==> config.mk <==
export PLATFORM = sky130hd
export DESIGN_NAME = drive_status_monitor
export DESIGN_NICKNAME = d
export VERILOG_FILES = /design/src/hw/drive_monitor_pkg.sv /design/src/hw/drive_status_monitor.sv
export SDC_FILE = /design/constraint.sdc
export NUM_CORES = 1
export LEC_CHECK = 0
export ABC_AREA = 1
export ABC_CLOCK_PERIOD_IN_PS = 9050
export BUFFER_PORTS_ARGS = -buffer_cell sky130_fd_sc_hd__buf_2
export CORE_ASPECT_RATIO = 0.75
export CORE_MARGIN = 5
export CORE_UTILIZATION = 54
export DETAILED_ROUTE_END_ITERATION = 10
export GPL_ROUTABILITY_DRIVEN = 0
export PLACE_DENSITY_LB_ADDON = 0.25
export SLEW_MARGIN = 20
export SYNTH_ARGS = -nofsm -noshare
export SYNTH_HDL_FRONTEND = slang
export SYNTH_SLANG_ARGS = --single-unit
==> constraint.sdc <==
create_clock -name i_ref_clk -period 9.05 [get_ports i_ref_clk]
set_clock_uncertainty 0.1 [all_clocks]
set_input_delay 0.905 -clock i_ref_clk [delete_from_list [all_inputs] [get_ports i_ref_clk]]
set_output_delay 0.905 -clock i_ref_clk [all_outputs]
set_load 0.01 [all_outputs]
==> src/hw/drive_monitor_pkg.sv <==
// Constants for the servo drive status and monitor bank
package drive_monitor_pkg;
	localparam logic [15:0] ADDR_SHAFT_VELOCITY = 16'h1D1C;
	localparam logic [15:0] ADDR_POSITION_LOW = 16'h2E2D;
	localparam logic [15:0] ADDR_BUS_VOLTAGE = 16'h3736;
	localparam logic [15:0] ADDR_COMMAND_OUTPUT = 16'h3938;
	localparam logic [15:0] ADDR_TORQUE_CURRENT = 16'h4544;
	localparam logic [15:0] ADDR_FLUX_CURRENT = 16'h4746;
	localparam logic [15:0] ADDR_MULTI_TURN = 16'h5756;
	localparam logic [15:0] ADDR_MOTOR_SENSOR = 16'h8700;
	localparam logic [15:0] ADDR_HEATSINK_TEMP = 16'h8726;
	localparam logic [15:0] ADDR_POSITION_HIGH = 16'h872F;
	localparam logic [15:0] UNMAPPED_READ = 16'h0000;
	// Arbitrary neutral revision and logicware values
	localparam logic [3:0] LOGIC_HW_REVISION = 4'h1;
	localparam logic [7:0] LW_MAJOR = 8'h01;
	localparam logic [7:0] LW_MINOR = 8'h00;
	localparam logic [7:0] LW_SUFFIX = 8'h41;
	localparam logic [4:0] MODEL_CODE_MAX = 5'h06;
	localparam logic [2:0] FB_FAULT_SENSOR = 3'h1;
	localparam logic [2:0] FB_FAULT_MULTI_TURN = 3'h3;
	localparam logic [3:0] ROTARY_MAX = 4'h9;
	localparam logic SOFT_ENABLE_RESET = 1'b1;
	localparam logic HALF_PWM_RESET = 1'b0;
	// Current thresholds in 1/100 of peak, frequencies in 1/100 Hz
	localparam logic [7:0] HALF_ENTER_CURRENT_PCT = 8'h35;
	localparam logic [7:0] HALF_EXIT_CURRENT_PCT = 8'h20;
	localparam logic [15:0] HALF_ENTER_FREQ_CHZ = 16'h0122;
	localparam logic [15:0] HALF_EXIT_FREQ_CHZ = 16'h01DD;
	localparam int VEL_AVG_SAMPLES = 512;
	localparam int VEL_AVG_SHIFT = 9;
	localparam real FILTER_PERIOD_MS = 26.21;
	localparam real CLK_MHZ = 100.0;
	localparam int FILTER_PERIOD_CYC = int'(FILTER_PERIOD_MS * 1000.0 * CLK_MHZ - 0.5);
endpackage : drive_monitor_pkg

==> src/hw/drive_status_monitor.sv <==
// Read-only status and monitor bank of a servo drive, plus a writable soft enable
// How it works
// [RQ1] Report 4-bit wrapping logic hardware revision
// [RQ2] Model code 0-31, unlisted codes flag error
// [RQ3] Single-turn position 24 bits, 8 fractional
// [RQ4] Signed 12-bit instantaneous turn count
// [RQ5] Enter half PWM: high current, low frequency
// [RQ6] Leave half PWM: low current or fast
// [RQ7] Half PWM flag: 0 base, 1 half
// [RQ8] Report rotary switch 0 to 9
// [RQ9] DIP switch 0-15, open reads high
// [RQ10] Feedback fault: 001 sensor, 011 multi-turn
// [RQ11] Flag six-step versus sinusoidal commutation
// [RQ12] Power needs hardware and software enable
// [RQ13] Soft enable up at reset, writable
// [RQ14] Signed raw velocity, 0.5588 rpm per count
// [RQ15] Filtered velocity: position difference per period
// [RQ16] Logicware version as three bytes
// [RQ17] Motor sensor resistance in ohms
// [RQ18] Instantaneous bus voltage sample
// [RQ19] Position split low word, high byte
// [RQ20] Drive healthy flag inverts fault output
// [RQ21] Monitor reads have no side effects
`timescale 1ns/1ps
module drive_status_monitor
	import drive_monitor_pkg::*;
(
	input wire logic i_ref_clk,
	input wire logic i_rst,
	input wire logic [4:0] i_model_code,
	input wire logic [23:0] i_position,
	input wire logic [11:0] i_turn_count,
	input wire logic [15:0] i_raw_velocity,
	input wire logic [15:0] i_bus_voltage,
	input wire logic [19:0] i_motor_sensor_ohms,
	input wire logic [15:0] i_command_output,
	input wire logic [15:0] i_torque_current,
	input wire logic [15:0] i_flux_current,
	input wire logic [15:0] i_heatsink_temp,
	input wire logic [7:0] i_current_pct,
	input wire logic [15:0] i_commutation_freq_chz,
	input wire logic [3:0] i_rotary_switch,
	input wire logic [3:0] i_dip_switch_closed,
	input wire logic [2:0] i_feedback_fault_code,
	input wire logic i_six_step,
	input wire logic i_hw_enable,
	input wire logic i_soft_enable_we,
	input wire logic i_soft_enable_wdata,
	input wire logic i_drive_fault,
	input wire logic i_mon_rd,
	input wire logic [15:0] i_mon_addr,
	output logic [15:0] o_mon_data,
	output logic o_mon_valid,
	output logic [3:0] o_logic_hw_revision,
	output logic [23:0] o_logicware_version,
	output logic o_config_error,
	output logic [23:0] o_single_turn_position,
	output logic [11:0] o_turn_count,
	output logic [15:0] o_raw_velocity,
	output logic [15:0] o_filtered_velocity,
	output logic [15:0] o_bus_voltage,
	output logic [19:0] o_motor_sensor_ohms,
	output logic o_half_pwm_flag,
	output logic [3:0] o_rotary_switch_value,
	output logic o_rotary_invalid,
	output logic [3:0] o_dip_switch_value,
	output logic o_fault_sensor,
	output logic o_fault_multi_turn,
	output logic o_commutation_mode_flag,
	output logic o_soft_power_enable,
	output logic o_power_enable,
	output logic o_drive_healthy_flag
);
	logic soft_en_q;
	logic half_q;
	logic [23:0] prev_pos_q;
	logic [31:0] period_cnt_q;
	logic [23:0] pos_diff;
	logic model_ok;

	function automatic logic model_valid(input logic [4:0] code);
		model_valid = (code <= MODEL_CODE_MAX);
	endfunction : model_valid

	assign model_ok = model_valid(i_model_code);
	assign pos_diff = i_position - prev_pos_q;

	// Software enable, set at power-up
	always_ff @(posedge i_ref_clk or posedge i_rst)
	begin
		if (i_rst)
			soft_en_q <= SOFT_ENABLE_RESET; // [RQ13]
		else if (i_soft_enable_we)
			soft_en_q <= i_soft_enable_wdata; // [RQ13]
	end

	// Hysteresis keeps the PWM rate from chattering near one threshold
	always_ff @(posedge i_ref_clk or posedge i_rst)
	begin
		if (i_rst)
			half_q <= HALF_PWM_RESET;
		else if (!half_q && i_current_pct > HALF_ENTER_CURRENT_PCT
			&& i_commutation_freq_chz < HALF_ENTER_FREQ_CHZ)
			half_q <= 1'b1; // [RQ5]
		else if (half_q && (i_current_pct < HALF_EXIT_CURRENT_PCT
			|| i_commutation_freq_chz > HALF_EXIT_FREQ_CHZ))
			half_q <= 1'b0; // [RQ6]
	end

	// Position differenced over the filter period equals a 512-sample mean
	always_ff @(posedge i_ref_clk or posedge i_rst)
	begin
		if (i_rst)
		begin
			period_cnt_q <= 32'h00000000;
			prev_pos_q <= 24'h000000;
			o_filtered_velocity <= 16'h0000;
		end
		else if (period_cnt_q == 32'(FILTER_PERIOD_CYC - 1))
		begin
			period_cnt_q <= 32'h00000000;
			prev_pos_q <= i_position; // [RQ15]
			o_filtered_velocity <= pos_diff[23:8]; // [RQ15]
		end
		else
			period_cnt_q <= period_cnt_q + 32'h00000001;
	end

	// Sampled status
	always_ff @(posedge i_ref_clk or posedge i_rst)
	begin
		if (i_rst)
		begin
			o_logic_hw_revision <= 4'h0;
			o_logicware_version <= 24'h000000;
			o_config_error <= 1'b0;
			o_single_turn_position <= 24'h000000;
			o_turn_count <= 12'h000;
			o_raw_velocity <= 16'h0000;
			o_bus_voltage <= 16'h0000;
			o_motor_sensor_ohms <= 20'h00000;
			o_half_pwm_flag <= 1'b0;
			o_rotary_switch_value <= 4'h0;
			o_rotary_invalid <= 1'b0;
			o_dip_switch_value <= 4'h0;
			o_fault_sensor <= 1'b0;
			o_fault_multi_turn <= 1'b0;
			o_commutation_mode_flag <= 1'b0;
			o_soft_power_enable <= SOFT_ENABLE_RESET;
			o_power_enable <= 1'b0;
			o_drive_healthy_flag <= 1'b0;
		end
		else
		begin
			o_logic_hw_revision <= LOGIC_HW_REVISION; // [RQ1]
			o_logicware_version <= {LW_MAJOR, LW_MINOR, LW_SUFFIX}; // [RQ16]
			o_config_error <= !model_ok; // [RQ2]
			o_single_turn_position <= i_position; // [RQ3]
			o_turn_count <= i_turn_count; // [RQ4]
			o_raw_velocity <= i_raw_velocity; // [RQ14]
			o_bus_voltage <= i_bus_voltage; // [RQ18]
			o_motor_sensor_ohms <= i_motor_sensor_ohms; // [RQ17]
			o_half_pwm_flag <= half_q; // [RQ7]
			o_rotary_switch_value <= i_rotary_switch; // [RQ8]
			o_rotary_invalid <= i_rotary_switch > ROTARY_MAX; // [RQ8]
			o_dip_switch_value <= ~i_dip_switch_closed; // [RQ9]
			o_fault_sensor <= i_feedback_fault_code == FB_FAULT_SENSOR; // [RQ10]
			o_fault_multi_turn <= i_feedback_fault_code == FB_FAULT_MULTI_TURN; // [RQ10]
			o_commutation_mode_flag <= i_six_step; // [RQ11]
			o_soft_power_enable <= soft_en_q;
			o_power_enable <= i_hw_enable && soft_en_q; // [RQ12]
			o_drive_healthy_flag <= !i_drive_fault; // [RQ20]
		end
	end

	// Monitor read port; reads only select, never alter state
	always_ff @(posedge i_ref_clk or posedge i_rst)
	begin
		if (i_rst)
		begin
			o_mon_data <= 16'h0000;
			o_mon_valid <= 1'b0;
		end
		else
		begin
			o_mon_valid <= i_mon_rd; // [RQ21]
			if (i_mon_rd)
			begin
				unique case (i_mon_addr)
					ADDR_SHAFT_VELOCITY: o_mon_data <= i_raw_velocity;
					ADDR_POSITION_LOW: o_mon_data <= i_position[15:0]; // [RQ19]
					ADDR_POSITION_HIGH: o_mon_data <= {8'h00, i_position[23:16]}; // [RQ19]
					ADDR_BUS_VOLTAGE: o_mon_data <= i_bus_voltage;
					ADDR_COMMAND_OUTPUT: o_mon_data <= i_command_output;
					ADDR_TORQUE_CURRENT: o_mon_data <= i_torque_current;
					ADDR_FLUX_CURRENT: o_mon_data <= i_flux_current;
					ADDR_MULTI_TURN: o_mon_data <= {{4{i_turn_count[11]}}, i_turn_count};
					// Wide resistance saturates in a 16-bit slot
					ADDR_MOTOR_SENSOR: o_mon_data <= (|i_motor_sensor_ohms[19:16])
						? 16'hFFFF : i_motor_sensor_ohms[15:0];
					ADDR_HEATSINK_TEMP: o_mon_data <= i_heatsink_temp;
					default: o_mon_data <= UNMAPPED_READ;
				endcase
			end
		end
	end

	a_power_gate: assert property (@(posedge i_ref_clk) disable iff (i_rst)
		o_power_enable |-> $past(i_hw_enable) && $past(soft_en_q)) // [RQ12]
		else $error("power enabled without both enables");
	a_soft_write: assert property (@(posedge i_ref_clk) disable iff (i_rst)
		i_soft_enable_we && !i_soft_enable_wdata |=> ##1 !o_soft_power_enable) // [RQ13]
		else $error("soft disable not seen");
	a_half_enter: assert property (@(posedge i_ref_clk) disable iff (i_rst)
		!half_q && i_current_pct > HALF_ENTER_CURRENT_PCT
		&& i_commutation_freq_chz < HALF_ENTER_FREQ_CHZ |=> half_q) // [RQ5]
		else $error("half pwm not entered");
	a_half_exit: assert property (@(posedge i_ref_clk) disable iff (i_rst)
		half_q && i_current_pct < HALF_EXIT_CURRENT_PCT |=> !half_q) // [RQ6]
		else $error("half pwm not left");
	a_half_flag: assert property (@(posedge i_ref_clk) disable iff (i_rst)
		$rose(half_q) |=> o_half_pwm_flag) // [RQ7]
		else $error("half flag lags");
	a_healthy_inv: assert property (@(posedge i_ref_clk) disable iff (i_rst)
		i_drive_fault |=> !o_drive_healthy_flag) // [RQ20]
		else $error("healthy flag during fault");
	a_dip_polarity: assert property (@(posedge i_ref_clk) disable iff (i_rst)
		i_dip_switch_closed == 4'hF |=> o_dip_switch_value == 4'h0) // [RQ9]
		else $error("dip polarity wrong");
	a_fault_decode: assert property (@(posedge i_ref_clk) disable iff (i_rst)
		i_feedback_fault_code == 3'h2 |=> !o_fault_sensor && !o_fault_multi_turn) // [RQ10]
		else $error("fault decode wrong");
	a_pos_high: assert property (@(posedge i_ref_clk) disable iff (i_rst)
		i_mon_rd && i_mon_addr == ADDR_POSITION_HIGH
		|=> o_mon_valid && o_mon_data[7:0] == $past(i_position[23:16])) // [RQ19]
		else $error("position high byte wrong");
	a_config_err: assert property (@(posedge i_ref_clk) disable iff (i_rst)
		i_model_code > MODEL_CODE_MAX |=> o_config_error) // [RQ2]
		else $error("bad model not flagged");
endmodule : drive_status_monitor

==> impl_metrics.env, run 1 <==
export IMPL_status="finished clean"
export IMPL_finalPower_mw=1.85
export IMPL_critPathBufInv=2
export IMPL_setup_worst_path_start="i_mon_addr[11]"
export IMPL_end_kind="register"
export IMPL_drt_iter0_markers=1120
export IMPL_period_needed_ps=2660
export IMPL_worstSetupEndpoint="o_mon_data[12]"
export IMPL_drive_above_1_share=0.254
export IMPL_cts_root_buf="clkbuf_16"
export IMPL_startpoint_type="input pin"
export IMPL_synth_area_per_cell_um2=7.76
export IMPL_rsz0062_at_grt="false"
export IMPL_post_drt_via_cell_ratio=5.37
export IMPL_synth_warning_count=0
export IMPL_timing_fmax_mhz=376
export IMPL_ant_nets=0
export IMPL_clk_path_buf_depth=2
export IMPL_insertion_delay_ps=450
export IMPL_slew_headroom=0.274
export IMPL_fin_crit_sh=0.294
export IMPL_crit_cells=10
export IMPL_p_clk_frac=0.412
export IMPL_cts_made_buffers=17
export IMPL_p_switching_uw=515
export IMPL_reg2reg_to="period_cnt_q[9]"
export IMPL_clkSinkCount=197
export IMPL_slew_viol_final=0
export IMPL_powerDensity_nw_per_um2=142
export IMPL_setup_viol=0
export IMPL_io_buffers=355
export IMPL_place_ws_ps=6080
export IMPL_yosysUniqueCellTypes=42
export IMPL_nets=1950
export IMPL_die_area_um2=22600
export IMPL_layout_common_cells="375 x nand2_1, 355 x buf_2, 197 x nand3_1"
export IMPL_grt_pass1_vias=9933
export IMPL_initial_core_util=0.550
export IMPL_synthFlopType="dfrtp_1"
export IMPL_final_common_cell="nand2_1"
export IMPL_dp_hpwl_mm=28.6
export IMPL_cts_tree="yes"
export IMPL_post_cts_resized=0
export IMPL_drcViolationCount=0
export IMPL_die_h_um=131
export IMPL_combPwrFrac=0.097
export IMPL_num_rows=44
export IMPL_fp_dieW_um=172
export IMPL_hold_viol_final=0
export IMPL_clkTransAtPathRegs_ps=90
export IMPL_cp_common_cell="nand2_1"
export IMPL_worst_pin_slew_ps=1090
export IMPL_ios=382
export IMPL_worstPathArrival_ps=2940
export IMPL_wl_mm=35.9
export IMPL_reg2reg_slack_ps=6590
export IMPL_grt_max_degree=123
export IMPL_tns_ps=0
export IMPL_synthArstFlopShare=1.00
export IMPL_synth_seq_cells=197
export IMPL_crit_type="in2reg"
export IMPL_drtPass1Iterations=5
export IMPL_power_leakage_nw=7.16
export IMPL_grt_total_usage=0.315
export IMPL_timing_max_cap_violations=0
export IMPL_hold_class="reg2reg"
export IMPL_p_int_mw=1.34
export IMPL_cpPeakStageDelay_ps=830
export IMPL_synth_edff_count=0
export IMPL_crit_chain="buf_2, inv_1, nand4_1, nor2_1, nand3_1, nand2_1, nor2_1, nand3b_1, nand2_1, nand2_1"
export IMPL_seq_power_share=0.492
export IMPL_grt_overflow=0
export IMPL_grt_first_pass_wirelength_mm=54.8
export IMPL_via_count=10600
export IMPL_r2r_start="period_cnt_q[0]"
export IMPL_htreeDepth=4
export IMPL_syn_area_um2=10600
export IMPL_cp_slowest_cell="nor2_1"
export IMPL_yosysSeqAreaShare=0.464
export IMPL_wl_per_cell_um=18.2
export IMPL_hold_buffers=0
export IMPL_max_vdd_ir_drop_v=0.000107
export IMPL_cp_required_ps=9330
export IMPL_synthCells=1369
export IMPL_setup_ws_ps=6390
export IMPL_area_delta_synth_final_pct=22.7
export IMPL_reg2regPathDepth=11
export IMPL_antenna_found_initial=1
export IMPL_p_sw_frac=0.278
export IMPL_post_cts_buffers=0
export IMPL_fillers=1665
export IMPL_crit_family="simple AND/OR/NAND/NOR gates"
export IMPL_coreArea_um2=19300
export IMPL_cp_max_fo=12
state kept, by name, indices dropped and copies added (netlist names), 4 cells and up:
name and flops:
o_single_turn_position 24, period_cnt_q 32, o_turn_count 12, o_raw_velocity 16
o_dip_switch_value 4, o_rotary_switch_value 4, o_bus_voltage 16, o_motor_sensor_ohms 20
o_mon_data 16, o_filtered_velocity 16, prev_pos_q 24
worst min path at each step:
stage               from                   to  cells after the start
3_3_place_gp   soft_en_q  o_soft_power_enable                      0
4_1_cts        soft_en_q  o_soft_power_enable                      0
3_5_place_dp   soft_en_q  o_soft_power_enable                      0
2_1_floorplan  soft_en_q  o_soft_power_enable                      0
6_report       soft_en_q  o_soft_power_enable                      0
5_1_grt        soft_en_q  o_soft_power_enable                      0
stage by stage:
stage	hold WS [ps]	instances	utilization	cell area [µm²]
2_1_floorplan	259	1392	-	10700
3_3_place_gp	262	1945	0.644	12400
3_5_place_dp	267	1945	0.644	12400
4_1_cts	278	1977	0.674	13000
5_1_grt	284	1978	0.675	13000
6_report	278	1978	0.675	13000
synth_stat cells, types with 11 or more instances:
library cell,n,share of area
a21oi_1,24,0.011
buf_2,15,0.0071
buf_4,38,0.027
dfrtp_1,195,0.46
ha_1,23,0.027
inv_1,171,0.060
nand2_1,375,0.13
nand3_1,197,0.093
nand3b_1,33,0.023
nand4_1,22,0.013
nor2_1,123,0.043
nor2_2,11,0.0065
nor3_1,25,0.012
o21ai_0,25,0.012
xor2_1,14,0.012
metal layers:
metal / track usage / part of all wire
met3: 0.102 / 0.12
met1: 0.430 / 0.40
met4: 0.0982 / 0.029
met2: 0.480 / 0.45
met5: 0 / 0
area by class of cell:
class | instances | area (µm²) | area share
Sequential cell | 197 | 4930 | 0.378
Multi-Input combinational cell | 958 | 4720 | 0.362
Timing Repair Buffer | 359 | 1810 | 0.139
Inverter | 178 | 676 | 0.0518
Clock buffer | 17 | 425 | 0.0326
Tap cell | 253 | 317 | 0.0243
Clock inverter | 15 | 160 | 0.0123
Antenna cell | 1 | 2.50 | 0.000192
logic make-up after synthesis:
logic type | synth area share
AO/OA/AOI/OAI | 0.0367
XOR/XNOR | 0.0148
adder cells (fa/ha/maj) | 0.0271
buffers and inverters | 0.101
flip-flops | 0.464
multiplexers | 0.00106
other | 0.000707
AND/OR/NAND/NOR | 0.354
power by group through the flow:
stage,combinational (mW),sequential (mW),clock [mW]
4_1_cts,0.178,0.911,0.765
3_3_place_gp,0.175,0.928,0
5_1_grt,0.196,0.914,0.805
3_5_place_dp,0.178,0.929,0
6_report,0.179,0.911,0.763
2_1_floorplan,0.0636,0.943,0
No activity file was read; power rests on OpenSTA's default activity.
==> run 2: changes to the inputs <==
Settings changed: ABC_AREA 1 to 0, ABC_CLOCK_PERIOD_IN_PS 9050 to 2700, CORE_UTILIZATION 54 to 48.
Clock period 9.05 ns to 2.7 ns, I/O delays scaled along.
==> run 2 against run 1 <==
- core utilization rose by 1.5 points
- sequential cell count did not move
- sequential share of layout area rose by 1.2 points
- sequential power rose to 3.4 times the previous value
- final area fell by 3.0%
- first-iteration DRC count fell by 46%
- cell count fell by 20%
- total power rose to 3.4 times the previous value
- area after synthesis fell by 16%
- wire length fell by 9.8%
- via count fell by 19%
- largest cell class unchanged
==> impl_metrics.env, run 2 <==
export IMPL_clkTransAtPathRegs_ps=80
export IMPL_dp_hpwl_mm=24.2
export IMPL_period_needed_ps=2580
export IMPL_synth_seq_cells=197
export IMPL_antenna_found_initial=1
export IMPL_syn_area_um2=8900
export IMPL_die_area_um2=21400
export IMPL_powerDensity_nw_per_um2=505
export IMPL_status="finished clean"
export IMPL_end_kind="register"
export IMPL_max_vdd_ir_drop_v=0.000345
export IMPL_synth_commonest_cells="195 x dfrtp_1, 106 x nand2_1, 77 x o21ai_0"
export IMPL_r2r_start="prev_pos_q[6]"
export IMPL_largest_register="period_cnt_q"
export IMPL_rsz0062_at_grt="true"
export IMPL_grt_max_degree=45
export IMPL_synth_edff_count=0
export IMPL_drive_above_1_share=0.335
export IMPL_setup_worst_path_start="i_position[4]"
export IMPL_yosysSeqAreaShare=0.554
export IMPL_coreArea_um2=18300
export IMPL_synthFlopType="dfrtp_1"
export IMPL_tns_ps=0
export IMPL_combPwrFrac=0.116
export IMPL_reg2regPathDepth=9
export IMPL_cts_made_buffers=17
export IMPL_p_sw_frac=0.261
export IMPL_clkSinkCount=197
export IMPL_grt_overflow=0
export IMPL_fp_dieW_um=167
export IMPL_p_clk_frac=0.402
export IMPL_via_count=8606
export IMPL_ant_nets=0
export IMPL_htreeDepth=4
export IMPL_final_common_cell="buf_2"
export IMPL_fillers=1408
export IMPL_cp_max_fo=4
export IMPL_slew_headroom=0.597
export IMPL_p_switching_mw=1.67
export IMPL_num_antenna_cells=0
export IMPL_cp_required_ps=2920
export IMPL_synth_warning_count=0
export IMPL_insertion_delay_ps=430
export IMPL_timing_max_cap_violations=0
export IMPL_utilization=0.689
export IMPL_num_rows=43
export IMPL_top_regs="period_cnt_q: 32 flops, o_single_turn_position: 24 flops, prev_pos_q: 24 flops"
export IMPL_drcViolationCount=0
export IMPL_die_h_um=128
export IMPL_synth_top_area_cell="dfrtp_1"
export IMPL_worstPathArrival_ps=2800
export IMPL_placed_area_um2=11000
export IMPL_layout_common_cells="355 x buf_2, 195 x dfrtp_1, 107 x dlygate4sd3_1"
export IMPL_reg2reg_slack_ps=320
export IMPL_p_int_mw=4.73
export IMPL_cts_tree="yes"
export IMPL_synth_most_common_cell="dfrtp_1"
export IMPL_reg2reg_to="o_filtered_velocity[12]"
export IMPL_power_leakage_nw=6.20
export IMPL_seq_power_share=0.481
export IMPL_crit_type="in2reg"
export IMPL_io_buffers=355
export IMPL_initial_core_util=0.485
export IMPL_grt_total_usage=0.302
export IMPL_timing_fmax_mhz=388
export IMPL_grt_pass1_vias=8755
export IMPL_hold_viol_final=0
export IMPL_worst_pin_slew_ps=605
export IMPL_drtPass1Iterations=5
export IMPL_clk_path_buf_depth=2
export IMPL_design_area_um2=12600
export IMPL_fin_crit_sh=0.955
export IMPL_largest_reg_flops=32
export IMPL_synthCells=841
export IMPL_cts_root_buf="clkbuf_16"
export IMPL_setup_viol=0
export IMPL_synth_top_cell_area_share=0.548
export IMPL_nets=1560
export IMPL_wl_per_cell_um=20.5
export IMPL_grt_first_pass_wirelength_mm=49.7
export IMPL_startpoint_type="input pin"
export IMPL_post_drt_via_cell_ratio=5.44
export IMPL_synth_area_leaders="dfrtp_1 55%, nand2_1 4.5%, o21ai_0 4.3%, ha_1 3.2%, buf_4 2.7%"
export IMPL_yosysUniqueCellTypes=73
export IMPL_hold_class="in2reg"
export IMPL_slew_viol_final=0
export IMPL_worstSetupEndpoint="o_filtered_velocity[12]"
export IMPL_wl_mm=32.4
export IMPL_ios=382
export IMPL_post_cts_buffers=0
export IMPL_synth_area_per_cell_um2=10.6
export IMPL_synthArstFlopShare=1.00
export IMPL_drt_iter0_markers=609
export IMPL_area_delta_synth_final_pct=42.0
run 2: changes by cell type in the layout (fill, tap and decap cells not counted), sizes merged, moves of 31 or more:
cell         delta
o21ai          +50
nand3b         -32
nand3         -167
dlygate4sd3   +107
nor2           -92
a22oi          +31
nand2         -273
inv           -144
run 2: metal layers:
layer	GRT usage	vias to the layer above	routed length [µm]	share of wire
met2	0.477	497	15000	0.46
met1	0.388	4089	12800	0.39
met4	0.116	2	1220	0.038
met5	0	-	13	0.00040
li1	-	3921	-	-
met3	0.103	97	3430	0.11
run 2: worst min path at each step:
stage / to / depth (start not counted) / from
after floorplan: o_bus_voltage[0] / 0 / i_bus_voltage[0]
after global placement: o_motor_sensor_ohms[15] / 2 / i_rst
after detailed placement: o_raw_velocity[11] / 2 / i_rst
after CTS: o_fault_multi_turn / 2 / i_feedback_fault_code[1]
after global routing: o_fault_multi_turn / 2 / i_feedback_fault_code[1]
final: o_fault_multi_turn / 2 / i_feedback_fault_code[1]
run 2: cell families after synthesis:
logic type / count (synthesis) / synth area share
simple gates: 270 / 0.160
buf+inv: 90 / 0.0556
compound gates: 214 / 0.153
other cells: 2 / 0.000843
flops: 197 / 0.554
fa+ha+maj: 23 / 0.0323
mux: 1 / 0.00126
xor+xnor: 44 / 0.0433
run 2: power groups by stage:
stage / logic (mW) / registers, mW / clock network (mW)
finish: 0.742 / 3.08 / 2.57
global route: 0.800 / 3.09 / 2.74
CTS: 0.729 / 3.07 / 2.60
detailed placement: 0.605 / 3.13 / 0
global placement: 0.596 / 3.13 / 0
floorplan: 0.195 / 3.18 / 0
run 2: cell type report:
type                            instances  area [µm²]  share of cell area
Clock inverter                         14         164              0.0130
Tap cell                              247         309              0.0244
Sequential cell                       197        4930               0.390
Multi-Input combinational cell        577        3570               0.282
Inverter                               37         143              0.0113
Clock buffer                           18         439              0.0347
Timing Repair Buffer                  491        3090               0.244
run 2: repair_timing:
action	in CTS	in global routing
hold buffers	107	0
setup endpoints to repair	0	7
hold endpoints to repair	137	0
resized for setup	0	2
run 2: per-stage QoR:
stage / power [mW] / setup slack [ps] / std cells / hold WS, ps
4_1_cts: 6.40 / 143 / 1581 / 4.21
5_1_grt: 6.62 / -53.5 / 1581 / 16.6
3_3_place_gp: 3.73 / 249 / 1442 / 103
6_report: 6.39 / 120 / 1581 / 28.8
3_5_place_dp: 3.74 / 240 / 1442 / 98.7
2_1_floorplan: 3.38 / -215 / 864 / 201
run 2: critical path, stage by stage:
cell,delay [ps]
dlygate4sd3_1,560
buf_2,170
ha_1,320
and4_1,270
nor3b_1,270
nor2_1,140
o31ai_2,400
a31oi_1,160
xor2_1,170
o21ai_1,70
==> run 3: changes to the inputs <==
Settings changed: BUFFER_PORTS_ARGS -buffer_cell sky130_fd_sc_hd__buf_2 to default, CELL_PAD_IN_SITES_DETAIL_PLACEMENT from default to 0, CELL_PAD_IN_SITES_GLOBAL_PLACEMENT from default to 1, CORE_UTILIZATION 48 to 47, DONT_BUFFER_PORTS from default to 1.
==> run 3 against run 2 <==
- core utilization fell by 9.8 points
- combinational power shrank 47%
- sequential share of layout area increased by 5.9 points
- total power down 3.3%
- sequential cell count did not move
- via count is 11% lower
- fmax increased by 3.0%
- sequential power is 3% higher
- cell count down 22%
- worst hold slack improved by 6.3 ps
- global-route usage shrank 0.18 points
- setup slack improved by 75 ps
==> impl_metrics.env, run 3 (synthesis gave the netlist of run 2 again) <==
export IMPL_utilization=0.591
export IMPL_ant_nets=0
export IMPL_crit_type="reg2reg"
export IMPL_insertion_delay_ps=430
export IMPL_rsz0062_at_grt="false"
export IMPL_grt_pass1_vias=7711
export IMPL_fp_dieW_um=169
export IMPL_cp_max_fo=5
export IMPL_area_delta_synth_final_pct=23.3
export IMPL_coreArea_um2=18600
export IMPL_tns_ps=0
export IMPL_ios=382
export IMPL_top_regs="period_cnt_q: 32 flops, o_single_turn_position: 24 flops, prev_pos_q: 24 flops"
export IMPL_largest_reg_flops=32
export IMPL_setup_ws_ps=195
export IMPL_max_vdd_ir_drop_v=0.000289
export IMPL_wl_per_cell_um=27.1
export IMPL_grt_overflow=0
export IMPL_cts_root_buf="clkbuf_16"
export IMPL_post_cts_buffers=0
export IMPL_design_area_um2=11000
export IMPL_worstPathArrival_ps=2730
export IMPL_crit_chain="inv_1, ha_1, a21oi_1, inv_1, a2111oi_0, a211oi_1, o21ai_0, xor2_1, a21oi_1"
export IMPL_post_drt_via_cell_ratio=6.20
export IMPL_drcViolationCount=0
export IMPL_die_area_um2=21800
export IMPL_place_ws_ps=274
export IMPL_num_antenna_cells=0
export IMPL_die_h_um=129
export IMPL_reg2regPathDepth=9
export IMPL_final_cell_count_no_fill=1231
export IMPL_layout_common_cells="195 x dfrtp_1, 122 x dlygate4sd3_1, 106 x nand2_1"
export IMPL_grt_max_degree=133
export IMPL_finalPower_mw=6.18
export IMPL_hold_viol_final=0
export IMPL_clkSinkCount=197
export IMPL_htreeDepth=4
export IMPL_status="finished clean"
export IMPL_largest_register="period_cnt_q"
export IMPL_cp_required_ps=2920
export IMPL_cts_tree="yes"
export IMPL_hold_class="in2reg"
export IMPL_drive_above_1_share=0.0833
export IMPL_hold_slack_ps=35.1
export IMPL_end_kind="register"
export IMPL_whs_path_depth=4
export IMPL_grt_use_met3=0.113
export IMPL_nets=1210
export IMPL_grt_total_usage=0.300
export IMPL_cpPeakStageDelay_ps=490
export IMPL_dp_hpwl_mm=23.5
export IMPL_antenna_found_initial=2
export IMPL_clkTransAtPathRegs_ps=80
export IMPL_setup_viol=0
export IMPL_fin_crit_sh=0.928
export IMPL_slew_viol_final=0
export IMPL_cp_slowest_cell="a2111oi_0"
export IMPL_timing_fmax_mhz=399
export IMPL_period_needed_ps=2500
export IMPL_clk_path_buf_depth=2
export IMPL_final_common_cell="dfrtp_1"
export IMPL_grt_first_pass_wirelength_mm=48.7
export IMPL_power_leakage_nw=4.84
export IMPL_placed_area_um2=9130
export IMPL_cts_made_buffers=17
export IMPL_via_count=7631
export IMPL_drtPass1Iterations=6
export IMPL_io_buffers=0
export IMPL_grtUsageMet2=0.486
export IMPL_wl_mm=33.3
export IMPL_timing_max_cap_violations=0
export IMPL_initial_core_util=0.480
export IMPL_dp_cells=1077
export IMPL_slew_headroom=0.283
export IMPL_drt_iter0_markers=764
export IMPL_worst_pin_slew_ps=1070
export IMPL_busiest_layer="met2"
export IMPL_startpoint_type="register"
export IMPL_fillers=1550
export IMPL_num_rows=43
export IMPL_grtUsageMet1=0.380
export IMPL_powerDensity_nw_per_um2=563
run 3: cell types whose count changed in the layout (fill, tap and decap cells not counted), sizes merged:
cell and change:
bufinv -1, inv +2, buf -365, clkbuf -1, dlygate4sd3 +15
run 3: repair_timing:
action / in CTS / in global routing
hold endpoints to repair: 341 / 0
resized for setup: 0 / 1
hold buffers: 122 / 0
endpoints found under the setup margin: 0 / 1
run 3: routing by layer:
layer | vias up | wire length, µm | share of wire
met5 | - | 27 | 0.00081
met4 | 4 | 955 | 0.029
met3 | 97 | 4030 | 0.12
met2 | 568 | 15500 | 0.47
met1 | 3747 | 12800 | 0.38
li1 | 3215 | - | -
run 3: final cells by class:
cell class	instances	area (µm²)	share of cell area
sequential	197	4930	0.449
multi-input combinational	577	3570	0.325
tap	247	309	0.0282
inverter	37	143	0.0130
clock inverter	15	196	0.0179
clock buffer	17	425	0.0388
timing repair buffer	141	1400	0.128
run 3: final timing paths:
path | endpoint | from | slack (ps)
max in group asynchronous | o_single_turn_position[10] | i_rst | 1370
min in group asynchronous | o_turn_count[2] | i_rst | 480
hold / removal | o_mon_data[10] | i_command_output[10] | 40
hold reg to reg | o_soft_power_enable | soft_en_q | 280
setup / recovery | o_filtered_velocity[9] | prev_pos_q[8] | 200
setup reg to reg | o_filtered_velocity[9] | prev_pos_q[8] | 200
run 3: report_power, final:
| group | internal, mW | switching [mW] |
|---|---|---|
| Combinational | 0.179 | 0.216 |
| Clock | 1.28 | 1.35 |
| Sequential | 3.05 | 0.112 |
| Total | 4.51 | 1.67 |
run 3: critical path: cells and delay by family, from the launching register on:
| kind | cells | cell delay, ps |
|---|---|---|
| flip-flops | 1 | 320 |
| buffers and inverters | 2 | 120 |
| XOR/XNOR | 1 | 170 |
| AO/OA/AOI/OAI | 5 | 1340 |
| adder cells (fa/ha/maj) | 1 | 350 |
